File: src/shared/idle_map.svh
/*
 * offsets, opcodes, bit positions, page constants and timer figures
 * for the identify page and idle timer block; assumes a 16-bit task
 * file with 3-bit register addresses
 */
`ifndef IDLE_MAP_SVH
`define IDLE_MAP_SVH
// ==========================================================
// task file addresses (command shares the status address)
`define A_DATA 3'h0
`define A_ERR 3'h1
`define A_SCNT 3'h2
`define A_STAT 3'h7
// ==========================================================
// opcodes
`define OP_IDLE_A 8'hE3
`define OP_IDLE_B 8'h97
`define OP_IDENT 8'hEC
// ==========================================================
// status and error bits
`define ST_RDY 6
`define ST_DSC 4
`define ST_DRQ 3
`define ST_ERR 0
`define ERR_ABT 8'h04
// ==========================================================
// fixed page words and fields
`define W50 16'h4000
`define W51 16'h0200
`define W53 16'h0007
`define W63_LO 8'h07
`define W64 16'h0003
`define W65 16'h0078
`define W67 16'h00F0
`define W80 16'h003C
`define W81 16'h0015
`define W82 16'h74EB
`define W83 16'h43EA
`define W_VALID 16'h4000
`define W88_LO 8'h3F
`define W92 16'hFFFE
`define SEC_MASK 9'h13F
`define SIG 8'hA5
`define LAST_W 8'hFF
`define LIVE_W 8'h32
// ==========================================================
// standby timer encoding, times in seconds
`define SHORT_STEP_S 5
`define LONG_STEP_S 1800
`define SHORT_MAX 8'hF0
`define LONG_MAX 8'hFB
`define C252 8'hFC
`define C253 8'hFD
`define C254 8'hFE
`define C252_S 1260
`define C253_S 28800
`define C254_S 1270
`define C255_S 1275
// ==========================================================
// clock and second tick
`define CLK_NS 10
`define SEC_NS 1000000000
`define SEC_CYCLES (`SEC_NS / `CLK_NS)
`endif

File: src/shared/idle_pkg.sv
/*
 * types for the identify page and idle timer block; assumes the
 * drive firmware supplies the live page fields as one struct
 */
package idle_pkg;
   // live identify fields, all levels from the drive
   typedef struct packed {
      logic [15:0] cyls;
      logic [15:0] heads;
      logic [15:0] spt;
      logic [31:0] cur_cap;
      logic mult_ok;
      logic [7:0] mult_cnt;
      logic [31:0] total;
      logic [7:0] mdma_act;
      logic udma_on;
      logic [2:0] udma_mode;
      logic [4:0] qdepth;
      logic [15:0] erase_t;
      logic [7:0] aam_rec;
      logic [7:0] aam_cur;
      logic [8:0] sec_bits;
      logic [3:0] opts;
      logic [15:0] en85;
      logic [15:0] en86;
   } ident_live_s;
   // command engine states
   typedef enum logic [1:0] {
      ST_READY = 2'h1,
      ST_XFER = 2'h2
   } cmd_state_e;
endpackage

File: src/idle_ident.sv
/*
 * task-file command logic for the identify page (words 50..255, words
 * below come from the drive) and the idle command with its standby
 * timer; assumes host strobes are synchronous one-cycle pulses
 */
// How it works
// - Both idle opcodes do the same thing
// - Idle enters idle and loads standby timer
// - Spin up only when spindle is stopped
// - Zero count disables auto power-down
// - 1-240 five seconds, 241-251 half hours
// - Codes 252 to 255 are special times
// - Timer expiry without access enters standby
// - Any host access restarts the countdown
// - Word 50 valid bit, minimum timer flag clear
// - Word 53 flags words 88, 64-70, 54-58
// - Words 54-58 give current geometry, capacity
// - Word 59 multiple setting valid and count
// - Words 60-61 total addressable sectors
// - Word 63 active mode high, 07 low
// - Words 64-68 PIO modes and cycle times
// - Words 82-86 feature support and enables
// - Word 88 one-hot active Ultra mode
// - Word 89 erase time in two minutes
// - Word 94 recommended and current acoustics
// - Word 128 security state bits
// - Word 129 current feature options
// - Word 255 signature and page checksum
// - Identify sends one 256-word sector
`timescale 1ns/1ps
`include "idle_map.svh"
module idle_ident #(
   parameter int unsigned SEC_CYCLES = `SEC_CYCLES
) (
   // clock and reset
   input wire logic clk_i,
   input wire logic rst_i,
   // task file
   input wire logic wr_i,
   input wire logic rd_i,
   input wire logic [2:0] addr_i,
   input wire logic [15:0] wdata_i,
   output logic [15:0] rdata_o,
   // drive side
   input wire idle_pkg::ident_live_s live_i,
   input wire logic [15:0] low_word_i,
   output logic [7:0] word_idx_o,
   input wire logic spinning_i,
   output logic spin_up_o,
   output logic idle_o,
   output logic standby_o
);
   // ==========================================================
   // state
   idle_pkg::cmd_state_e state; // command engine
   logic [7:0] scnt; // sector count register
   logic [7:0] err; // error register
   logic err_st; // status error bit
   logic [7:0] csum; // running byte sum of sent words
   logic timer_en; // auto power-down armed
   logic [14:0] sec_load; // interval kept for reloads
   logic [14:0] sec_left; // seconds still to run
   logic [31:0] div; // second divider

   // ==========================================================
   // decode
   wire cmd_wr = wr_i && addr_i == `A_STAT;
   wire [7:0] op = wdata_i[7:0];
   wire is_idle = op == `OP_IDLE_A || op == `OP_IDLE_B;
   wire is_ident = op == `OP_IDENT;
   wire busy_xfer = state == idle_pkg::ST_XFER;
   // idle refused while a page transfer is open
   wire idle_ok = cmd_wr && is_idle && !busy_xfer;
   wire ident_ok = cmd_wr && is_ident && !busy_xfer;
   wire reject = cmd_wr && !idle_ok && !ident_ok;
   wire host_acc = wr_i || rd_i;
   wire data_rd = rd_i && addr_i == `A_DATA && busy_xfer;
   // an access in the expiry cycle wins, so the countdown restarts
   wire tick = timer_en && !standby_o && !host_acc &&
      div == 32'(SEC_CYCLES - 1);
   wire last_w = word_idx_o == `LAST_W;
   wire [7:0] ck_byte = 8'h00 - (csum + `SIG);

   // ==========================================================
   // timer code to seconds
   function automatic logic [14:0] secs(input logic [7:0] v);
      logic [14:0] r;
      r = 15'h0000;
      if (v <= `SHORT_MAX) begin
         r = 15'(15'(v) * 15'(`SHORT_STEP_S));
      end else if (v <= `LONG_MAX) begin
         r = 15'(15'(v - `SHORT_MAX) * 15'(`LONG_STEP_S));
      end else if (v == `C252) begin
         r = 15'(`C252_S);
      end else if (v == `C253) begin
         r = 15'(`C253_S);
      end else if (v == `C254) begin
         r = 15'(`C254_S);
      end else begin
         r = 15'(`C255_S);
      end
      return r;
   endfunction

   wire [14:0] next_load = secs(scnt);

   // ==========================================================
   // page word select; words below 50 come from the drive
   wire [5:0] udma_hot = live_i.udma_on ?
      6'(6'h01 << live_i.udma_mode) : 6'h00;
   logic [15:0] page_w;
   always_comb begin
      unique case (word_idx_o)
         8'd50: page_w = `W50;
         8'd51, 8'd52: page_w = `W51;
         8'd53: page_w = `W53;
         8'd54: page_w = live_i.cyls;
         8'd55: page_w = live_i.heads;
         8'd56: page_w = live_i.spt;
         8'd57: page_w = live_i.cur_cap[15:0];
         8'd58: page_w = live_i.cur_cap[31:16];
         8'd59: page_w = {7'h00, live_i.mult_ok, live_i.mult_cnt};
         8'd60: page_w = live_i.total[15:0];
         8'd61: page_w = live_i.total[31:16];
         8'd63: page_w = {live_i.mdma_act, `W63_LO};
         8'd64: page_w = `W64;
         8'd65, 8'd66, 8'd68: page_w = `W65;
         8'd67: page_w = `W67;
         8'd75: page_w = {11'h000, live_i.qdepth};
         8'd80: page_w = `W80;
         8'd81: page_w = `W81;
         8'd82: page_w = `W82;
         8'd83: page_w = `W83;
         8'd84, 8'd87, 8'd93: page_w = `W_VALID;
         8'd85: page_w = live_i.en85 & `W82;
         8'd86: page_w = live_i.en86 & `W83 & 16'h03FF;
         8'd88: page_w = {2'h0, udma_hot, `W88_LO};
         8'd89: page_w = live_i.erase_t;
         8'd92: page_w = `W92;
         8'd94: page_w = {live_i.aam_rec, live_i.aam_cur};
         8'd128: page_w = {7'h00, live_i.sec_bits & `SEC_MASK};
         8'd129: page_w = {12'h000, live_i.opts};
         8'd255: page_w = {ck_byte, `SIG};
         // reserved words read zero
         default: page_w = (word_idx_o < `LIVE_W) ?
            low_word_i : 16'h0000;
      endcase
   end

   // ==========================================================
   // read mux of the task file
   wire [7:0] stat = {1'b0, 1'b1, 1'b0, 1'b1, busy_xfer, 2'h0,
      err_st};
   logic [15:0] next_rdata;
   always_comb begin
      unique case (addr_i)
         `A_DATA: next_rdata = busy_xfer ? page_w : 16'h0000;
         `A_ERR: next_rdata = {8'h00, err};
         `A_SCNT: next_rdata = {8'h00, scnt};
         `A_STAT: next_rdata = {8'h00, stat};
         default: next_rdata = 16'h0000;
      endcase
   end

   // registered read data, one cycle after the strobe
   always_ff @(posedge clk_i) begin
      if (rst_i) begin
         rdata_o <= 16'h0000;
      end else if (rd_i) begin
         rdata_o <= next_rdata;
      end
   end

   // sector count register, host read/write
   always_ff @(posedge clk_i) begin
      if (rst_i) begin
         scnt <= 8'h00;
      end else if (wr_i && addr_i == `A_SCNT) begin
         scnt <= wdata_i[7:0];
      end
   end

   // ==========================================================
   // command engine and page transfer
   always_ff @(posedge clk_i) begin
      if (rst_i) begin
         state <= idle_pkg::ST_READY;
         word_idx_o <= 8'h00;
         csum <= 8'h00;
      end else begin
         unique case (state)
            idle_pkg::ST_READY: begin
               if (ident_ok) begin
                  state <= idle_pkg::ST_XFER;
                  word_idx_o <= 8'h00;
                  csum <= 8'h00;
               end
            end
            idle_pkg::ST_XFER: begin
               if (data_rd) begin
                  csum <= csum + page_w[7:0] + page_w[15:8];
                  word_idx_o <= word_idx_o + 8'h01;
                  if (last_w) begin
                     state <= idle_pkg::ST_READY;
                  end
               end
            end
         endcase
      end
   end

   // error and status error bit
   always_ff @(posedge clk_i) begin
      if (rst_i) begin
         err <= 8'h00;
         err_st <= 1'b0;
      end else if (reject) begin
         err <= `ERR_ABT;
         err_st <= 1'b1;
      end else if (idle_ok || ident_ok) begin
         err <= 8'h00;
         err_st <= 1'b0;
      end
   end

   // ==========================================================
   // idle entry, spin-up and standby entry
   always_ff @(posedge clk_i) begin
      if (rst_i) begin
         idle_o <= 1'b0;
         standby_o <= 1'b0;
         spin_up_o <= 1'b0;
      end else begin
         // spin-up pulse skipped when already turning
         spin_up_o <= idle_ok && !spinning_i;
         if (idle_ok) begin
            idle_o <= 1'b1;
            standby_o <= 1'b0;
         end else if (tick && sec_left == 15'h0001) begin
            idle_o <= 1'b0;
            standby_o <= 1'b1;
         end
      end
   end

   // standby countdown; an idle write loads, any access reloads
   always_ff @(posedge clk_i) begin
      if (rst_i) begin
         timer_en <= 1'b0;
         sec_load <= 15'h0000;
         sec_left <= 15'h0000;
         div <= 32'h0000_0000;
      end else if (idle_ok) begin
         timer_en <= scnt != 8'h00;
         sec_load <= next_load;
         sec_left <= next_load;
         div <= 32'h0000_0000;
      end else if (host_acc) begin
         sec_left <= sec_load;
         div <= 32'h0000_0000;
      end else if (tick) begin
         div <= 32'h0000_0000;
         sec_left <= sec_left - 15'h0001;
      end else if (timer_en && !standby_o) begin
         div <= div + 32'h0000_0001;
      end
   end

   // ==========================================================
   // checks; each guards the logic above it
   chk_idle_both_ops: assert property (
      @(posedge clk_i) disable iff (rst_i)
      idle_ok |=> idle_o && !standby_o && err == 8'h00)
      else $error("idle opcode not taken");
   chk_idle_loads: assert property (
      @(posedge clk_i) disable iff (rst_i)
      idle_ok |=> sec_left == $past(next_load))
      else $error("timer not loaded on idle");
   chk_spinup_gate: assert property (
      @(posedge clk_i) disable iff (rst_i)
      spin_up_o |-> $past(idle_ok) && !$past(spinning_i))
      else $error("spin-up while turning");
   chk_spinup_skip: assert property (
      @(posedge clk_i) disable iff (rst_i)
      idle_ok && spinning_i |=> !spin_up_o && idle_o)
      else $error("spin-up pulse for a turning spindle");
   chk_zero_disable: assert property (
      @(posedge clk_i) disable iff (rst_i)
      idle_ok && scnt == 8'h00 |=> !timer_en)
      else $error("zero count left timer on");
   chk_code_short: assert property (
      @(posedge clk_i) disable iff (rst_i)
      idle_ok && scnt == 8'h01 |=> sec_load == 15'h0005)
      else $error("code 1 not 5 seconds");
   chk_code_long: assert property (
      @(posedge clk_i) disable iff (rst_i)
      idle_ok && scnt == 8'hF1 |=> sec_load == 15'h0708)
      else $error("code 241 not 30 minutes");
   chk_code_special: assert property (
      @(posedge clk_i) disable iff (rst_i)
      idle_ok && scnt == 8'hFD |=> sec_load == 15'h7080)
      else $error("code 253 not 8 hours");
   chk_code_odd: assert property (
      @(posedge clk_i) disable iff (rst_i)
      idle_ok && scnt == 8'hFE |=> sec_load == 15'h04F6)
      else $error("code 254 not 21 minutes 10 seconds");
   chk_standby_entry: assert property (
      @(posedge clk_i) disable iff (rst_i)
      $rose(standby_o) |-> $past(timer_en) && !$past(host_acc) &&
      $past(sec_left) == 15'h0001)
      else $error("standby without expiry");
   chk_standby_holds: assert property (
      @(posedge clk_i) disable iff (rst_i)
      standby_o && !idle_ok |=> standby_o)
      else $error("standby left without idle command");
   chk_access_reload: assert property (
      @(posedge clk_i) disable iff (rst_i)
      host_acc && !idle_ok |=> sec_left == $past(sec_load) &&
      div == 32'h0000_0000)
      else $error("access did not restart timer");
   chk_word53_flags: assert property (
      @(posedge clk_i) disable iff (rst_i)
      data_rd && word_idx_o == 8'h35 |=> rdata_o == `W53)
      else $error("validity word wrong");
   chk_abort_flags: assert property (
      @(posedge clk_i) disable iff (rst_i)
      reject |=> err == `ERR_ABT && err_st)
      else $error("reject not reported");
   chk_page_end: assert property (
      @(posedge clk_i) disable iff (rst_i)
      data_rd && last_w |=> rdata_o[7:0] == `SIG && !busy_xfer)
      else $error("page end wrong");
   chk_page_start: assert property (
      @(posedge clk_i) disable iff (rst_i)
      ident_ok |=> busy_xfer && word_idx_o == 8'h00)
      else $error("identify did not open page");
   cov_idle_spin: cover property (@(posedge clk_i)
      disable iff (rst_i) idle_ok ##1 spin_up_o);
   cov_standby: cover property (@(posedge clk_i)
      disable iff (rst_i) $rose(standby_o));
   cov_page_done: cover property (@(posedge clk_i)
      disable iff (rst_i) data_rd && last_w);
   cov_reject: cover property (@(posedge clk_i)
      disable iff (rst_i) reject);
endmodule

File: config.mk
export PLATFORM = sky130hd
export DESIGN_NAME = idle_ident
export DESIGN_NICKNAME = d
export VERILOG_FILES = /design/src/shared/idle_pkg.sv /design/src/idle_ident.sv
export VERILOG_INCLUDE_DIRS = /design/src /design/src/shared
export SDC_FILE = /design/constraint.sdc
export NUM_CORES = 1
export LEC_CHECK = 0
export ABC_AREA = 1
export BUFFER_PORTS_ARGS = -buffer_cell sky130_fd_sc_hd__buf_4
export CORE_MARGIN = 10
export CORE_UTILIZATION = 55
export DETAILED_ROUTE_END_ITERATION = 6
export HOLD_SLACK_MARGIN = 0.12
export PLACE_DENSITY_LB_ADDON = 0.12
export SETUP_SLACK_MARGIN = 0.05
export SLEW_MARGIN = 10
export SYNTH_ARGS = -nofsm -noshare
export SYNTH_HDL_FRONTEND = slang
export SYNTH_SLANG_ARGS = --single-unit
File: constraint.sdc
create_clock -name clk_i -period 9.45 [get_ports clk_i]
set_input_delay 1.89 -clock clk_i [delete_from_list [all_inputs] [get_ports clk_i]]
set_output_delay 1.89 -clock clk_i [all_outputs]
set_load 0.05 [all_outputs]
==> results of run 1 <==
[worst paths after layout]
kind | slack, ns | from | to
setup / recovery | 4.28 | live_i[85] | csum[7]
hold / removal | 0.44 | div[21] | div[21]
setup reg to reg | 4.57 | word_idx_o[1] | csum[7]
hold reg to reg | 0.44 | div[21] | div[21]
[metal layers]
metal | routed length (um) | track usage (%) | vias to the layer above | share of wire (%)
met1 | 13700 | 34.7 | 5063 | 37
li1 | - | - | 5358 | -
met3 | 3160 | 5.71 | 117 | 8.5
met2 | 18400 | 57.5 | 522 | 49
met5 | 0 | 0 | - | 0
met4 | 2140 | 17.8 | 0 | 5.7
[cell type report]
type	count	area share (%)
Antenna cell	3	0.0645
Clock buffer	9	1.94
Clock inverter	7	0.699
Inverter	207	6.70
Multi-Input combinational cell	1145	52.6
Sequential cell	109	18.8
Tap cell	220	2.37
Timing Repair Buffer	262	16.9
[synth_stat cells (3+ instances only)]
cell type | n | area [um^2]
nand2_1 | 439 | 1650
inv_1 | 191 | 717
nor2_1 | 153 | 574
dfxtp_1 | 109 | 2180
nand3_1 | 86 | 430
o21ai_0 | 86 | 430
a21oi_1 | 84 | 420
ha_1 | 51 | 638
nand4_1 | 36 | 225
xor2_1 | 31 | 272
nor3_1 | 24 | 120
clkbuf_1 | 16 | 60.1
fa_1 | 16 | 320
buf_2 | 15 | 75.1
a31oi_1 | 13 | 81.3
inv_2 | 13 | 48.8
a211oi_1 | 11 | 82.6
nor2_2 | 10 | 62.6
nor4_1 | 10 | 62.6
o22ai_1 | 10 | 62.6
xnor2_1 | 8 | 70.1
a221oi_1 | 7 | 61.3
nand2_2 | 7 | 43.8
o211ai_1 | 7 | 52.6
nor3b_1 | 6 | 45.0
o21ai_1 | 6 | 30.0
or2_2 | 6 | 37.5
a22o_1 | 4 | 35.0
nand3b_1 | 4 | 30.0
nor3_2 | 4 | 40.0
o2111ai_1 | 3 | 26.3
o221ai_1 | 3 | 26.3
[placed cells by master (no fill, tap or decap), types with 4 or more instances in the layout]
master     count
nand3b_1       4
nor3_1        24
nand2_1      439
a22o_1         4
a21oi_1       84
nor4_1        10
nor3b_1        6
nor2_2        10
nor3_2         4
a211oi_1      11
nand2_2        7
a221oi_1       7
inv_1        191
dfxtp_1      109
nand4_1       36
o211ai_1       7
or2_2          6
inv_2         13
ha_1          51
fa_1          16
buf_4        262
clkbuf_16      9
nor2_1       153
xor2_1        31
o22ai_1       10
nand3_1       86
o21ai_0       86
xnor2_1        8
a31oi_1       13
o21ai_1        6
[power groups by stage]
stage               clock (mW)  sequential (mW)  combinational, mW
CTS                      0.390            0.482              0.264
finish                   0.392            0.482              0.267
global placement             0            0.492              0.256
detailed placement           0            0.492              0.262
global route             0.404            0.484              0.297
floorplan                    0            0.495              0.141
[flip-flops by register name, indices dropped and copies added (netlist names)]
| register | cells |
|---|---|
| div | 32 |
| rdata_o | 16 |
| sec_left | 15 |
| sec_load | 15 |
| csum | 8 |
| scnt | 8 |
| word_idx_o | 8 |
| state | 2 |
| err | 1 |
| idle_o | 1 |
| spin_up_o | 1 |
| standby_o | 1 |
| timer_en | 1 |
[metrics by stage]
| stage | hold slack (ns) | cells |
|---|---|---|
| 6_report | 0.445 | 1962 |
| 5_1_grt | 0.476 | 1962 |
| 4_1_cts | 0.448 | 1959 |
| 3_5_place_dp | 0.437 | 1943 |
| 3_3_place_gp | 0.433 | 1943 |
| 2_1_floorplan | 0.423 | 1495 |
[logic make-up after synthesis]
group                    after synthesis  synth area share, %
AO/OA/AOI/OAI                        245                 15.2
XOR/XNOR                              39                 3.70
adder cells (fa/ha/maj)               67                 10.4
buffers and inverters                241                 10.2
flip-flops                           109                 23.6
AND/OR/NAND/NOR                      794                 37.0
[worst max-delay path: cells and delay by family]
family	cells	cell delay (ns)
compound gates	4	0.51
xor+xnor	1	0.16
fa+ha+maj	3	0.88
buf+inv	7	0.57
simple gates	10	1.44
==> flow_summary.yaml, run 1 <==
setup_path:
  cpMaxStageDelayCell: "fa_1"
  path_class: "in2reg"
  worstSetupStartpointType: "primary input"
  cp_common_cell: "inv_1"
  cp.required_ns: 9.74
  cp-end-kind: "register"
  cpPeakStageDelay_ns: 0.40
  r2r_cells: 26
  cp_data_arrival_time_ns: 5.46
  cp_max_fo: 3
floorplanning:
  num_rows: 47
  start_util_pct: 55.9
  io_pins: 282
  dieWidth_um: 150
  core_um2: 16500
  die_area_um2: 22400
  fp.dieH_um: 150
yosys:
  synth_edf_count: 0
  synth_cell_types: 52
  syn-cell-area_um2: 9240
  netlist_instances: 1495
  yosysSeqAreaShare_pct: 23.6
  async_flop_share_pct: 0
  synthesis.nets: 1817
  synth_flop_cell: "dfxtp_1"
  avgSynthCellArea_um2: 6.18
  ys_ff_latch: 109
  ys_warn_count: 0
power:
  p_switching_mw: 0.357
  p_leak_nw: 5.74
  combPwrFrac_pct: 23.4
  power.total_mw: 1.14
  power_density_nw_per_um2: 98.0
  ir_drop_mv: 0.118
  switching_share_pct: 31.3
  seq_power_share_pct: 42.3
  internal_power_mw: 0.784
  p_clk_share_pct: 34.3
timing:
  rsz0062_at_grt: "no"
  layout_min_cycle_time_ns: 5.17
  slew_headroom_pct: 40.5
  fin_crit_sh_pct: 54.7
  fin_ws_ns: 4.28
  hold_viol_final: 0
  report.final.setup_viol: 0
  worst_slew_pin_slew_ns: 0.892
  slew_viol_final: 0
  setup_tns_ns: 0
  fmax_mhz: 193
  fin_worst_skew_ns: 0.0186
global_routing:
  overflow: 0
  first_global_vias: 10558
  grt_antenna_before_repair: 3
  grt_pass1_wl_mm: 56.9
  grt_start_max_net_pins: 41
  grtUsageTotal_pct: 32.0
cts:
  cts_tree: "built"
  cts_buffers: 9
  cts_setup_buffers: 0
  path_clk_slew_ns: 0.08
  cts_htree_levels: 3
  cts_hold_buf: 0
  numClockSinks: 109
  worstSkewPairLatency_ns: 0.37
  clockRootBuffer: "clkbuf_16"
  clk_path_buf_depth: 2
  cts_resized: 0
drt:
  wire_per_inst_um: 19.0
  vias: 11060
  drtIter0Drc: 1062
  drc: 0
  ant_nets: 0
  drt-total-wl_mm: 37.4
  post_drt_via_cell_ratio: 5.64
  drt-pass1-iter-count: 6
placement:
  gp_congestion: 1.07
  postPlaceCellArea_um2: 11300
  pre_cts_slack_ns: 4.18
  dp_hpwl_mm: 30.1
  port_buffers: 256
layout:
  final_design_area_no_fill_um2: 11600
  syn_to_final_growth_pct: 25.9
  final_nets: 2056
  fillers: 1512
  drive_gt1_share_pct: 18.8
  multi_input_comb_area_um2: 6120
  seqCellArea_um2: 2180
  fin_util_pct: 70.4
worst_hold_path:
  hold_path.class: "reg2reg"
  holdPathStages: 2
outcome:
  status: "completed"
run:
  max-cap-violations: 0
No activity file was read; power rests on OpenSTA's default activity.
==> run 2: changes to the inputs <==
--- a/config.mk
+++ b/config.mk
@@ -9,7 +9,7 @@
 export ABC_AREA = 1
 export BUFFER_PORTS_ARGS = -buffer_cell sky130_fd_sc_hd__buf_4
 export CORE_MARGIN = 10
-export CORE_UTILIZATION = 55
+export CORE_UTILIZATION = 53
 export DETAILED_ROUTE_END_ITERATION = 6
 export HOLD_SLACK_MARGIN = 0.12
 export PLACE_DENSITY_LB_ADDON = 0.12
==> constraint.sdc (replaced) <==
create_clock -name clk_i -period 5.3 [get_ports clk_i]
set_input_delay 1.06 -clock clk_i [delete_from_list [all_inputs] [get_ports clk_i]]
set_output_delay 1.06 -clock clk_i [all_outputs]
set_load 0.05 [all_outputs]
==> run 2 against run 1 <==
  * First-iteration DRC count is 11% lower
  * Sequential power increased by 78%
  * Die area grew 3.3%
  * Cell area is 0.75% higher
  * Critical path depth increased by 8
  * Combinational power grew 82%
  * Clock power grew 79%
  * Clock skew is 0.011 ns lower
  * Critical path type is now reg2reg
  * Largest power group unchanged
  * Highest routed layer unchanged
==> flow_summary.yaml, run 2 (same netlist as run 1, synthesis figures left out) <==
outcome:
  status: "completed"
cts:
  cts_buffers: 9
  cts_hold_buf: 0
  clockRootBuffer: "clkbuf_16"
  cts_htree_levels: 3
  path_clk_slew_ns: 0.08
  worstSkewPairLatency_ns: 0.36
  clk_path_buf_depth: 2
  cts_resized: 0
  numClockSinks: 109
  cts_tree: "built"
  cts_setup_buffers: 0
global_routing:
  first_global_vias: 10998
  grt_start_max_net_pins: 41
  grt_pass1_wl_mm: 59.2
  grt_antenna_before_repair: 1
  overflow: 0
  grtUsageTotal_pct: 31.3
setup_path:
  r2r-start: "word_idx_o[0]"
  cpPeakStageDelay_ns: 0.43
  r2r_slack_ns: 0.46
  cp-end-kind: "register"
  cp.required_ns: 5.53
  r2r_end: "csum[7]"
  cp_common_cell: "nand2_1"
  cp_top_family: "simple AND/OR/NAND/NOR gates"
  worstSetupStartpointType: "register"
  r2r_cells: 33
  cp_num_buf_inv: 9
  cp_max_fo: 10
  cp_data_arrival_time_ns: 5.07
  cpMaxStageDelayCell: "dfxtp_1"
  path_class: "reg2reg"
timing:
  setup_tns_ns: 0
  report.final.setup_viol: 0
  fmax_mhz: 207
  hold_viol_final: 0
  layout_min_cycle_time_ns: 4.84
  fin_crit_sh_pct: 91.3
  fin_worst_skew_ns: 0.00810
  slew_headroom_pct: 39.7
  rsz0062_at_grt: "no"
  worst_slew_pin_slew_ns: 0.895
  slew_viol_final: 0
layout:
  fin_util_pct: 68.3
  largest_reg_flops: 32
  fillers: 1523
  reg_top3: "div: 32 flops, rdata_o: 16 flops"
  syn_to_final_growth_pct: 26.9
  final_common_cell: "nand2_1"
  final_cell_mix: "nand2_1 (439), buf_4 (273), inv_1 (191), nor2_1 (153), dfxtp_1 (109)"
  drive_gt1_share_pct: 19.3
  regMostFlops: "div"
  final_nets: 2067
  final_design_area_no_fill_um2: 11700
placement:
  port_buffers: 256
  postPlaceCellArea_um2: 11400
  gp_congestion: 1.04
  dp_hpwl_mm: 31.0
floorplanning:
  core_um2: 17200
  die_area_um2: 23100
  start_util_pct: 53.8
  fp.dieH_um: 152
  dieWidth_um: 152
  num_rows: 48
  io_pins: 282
drt:
  drc: 0
  drtIter0Drc: 949
  drt-total-wl_mm: 38.0
  drt-pass1-iter-count: 6
  wire_per_inst_um: 19.3
  vias: 11149
  ant_nets: 0
  post_drt_via_cell_ratio: 5.64
worst_hold_path:
  holdPathStages: 2
  hold_path.class: "reg2reg"
  holdPathEnd: "div[21]"
  hold_start: "div[21]"
power:
  ir_drop_mv: 0.209
  p_leak_nw: 5.80
  power_density_nw_per_um2: 174
run:
  max-cap-violations: 0
run 2: changes by cell type in the layout (fill, tap and decap cells not counted), sizes merged:
cell	before	now
bufinv	0	1
buf	262	273
clkbuf	9	10
inv	209	208
clkinv	5	4
diode	3	1
run 2: layout make-up:
cell class / count / area (um^2) / share of cell area, %
clock inverters: 6 / 81.3 / 0.694
repair buffers: 273 / 2050 / 17.5
multi-input cells: 1145 / 6120 / 52.2
clock buffers: 10 / 229 / 1.95
diodes: 1 / 2.50 / 0.0213
inverters: 207 / 779 / 6.65
well taps: 225 / 282 / 2.40
flip-flops and latches: 109 / 2180 / 18.6
run 2: worst register-to-register path: cells and delay by family, from the launching register on:
kind | cells | cell delay [ns]
fa+ha+maj | 4 | 1.19
flops | 1 | 0.43
buf+inv | 9 | 0.80
xor+xnor | 1 | 0.19
simple gates | 15 | 1.66
compound gates | 4 | 0.45
run 2: how the worst max path moves through the flow:
stage	slack, ns	to	depth (start not counted)	startpoint
after global routing	0.25	csum[7]	33	word_idx_o[0]
final	0.46	csum[7]	33	word_idx_o[0]
after floorplan	1.0	csum[7]	33	word_idx_o[0]
after detailed placement	0.65	csum[7]	33	word_idx_o[0]
after global placement	0.76	csum[7]	33	word_idx_o[0]
after CTS	0.63	csum[7]	33	word_idx_o[0]
run 2: power breakdown:
| group | switching (mW) | internal (mW) | leakage (nW) |
|---|---|---|---|
| registers | 0.0213 | 0.838 | 0.883 |
| logic | 0.262 | 0.223 | 4.76 |
| clock network | 0.324 | 0.377 | 0.151 |
| total | 0.607 | 1.44 | 5.80 |
run 2: through the flow:
| stage | power [mW] | cells | hold slack [ns] | worst slack (ns) |
|---|---|---|---|---|
| after floorplan | 1.13 | 1495 | 0.423 | 0.996 |
| after global placement | 1.34 | 1959 | 0.433 | 0.763 |
| after detailed placement | 1.35 | 1959 | 0.439 | 0.646 |
| after CTS | 2.05 | 1975 | 0.451 | 0.626 |
| after global routing | 2.14 | 1976 | 0.472 | 0.248 |
| final | 2.05 | 1976 | 0.453 | 0.460 |
run 2: per-layer routing:
layer  wire length, um  part of all wire (%)  vias up  GRT usage (%)
met1             14200                    37     5115           33.6
met4              1920                   5.1        0           16.0
met5                 0                     0        -              0
met3              2440                   6.4      119           4.04
li1                  -                     -     5377              -
met2             19500                    51      538           58.3
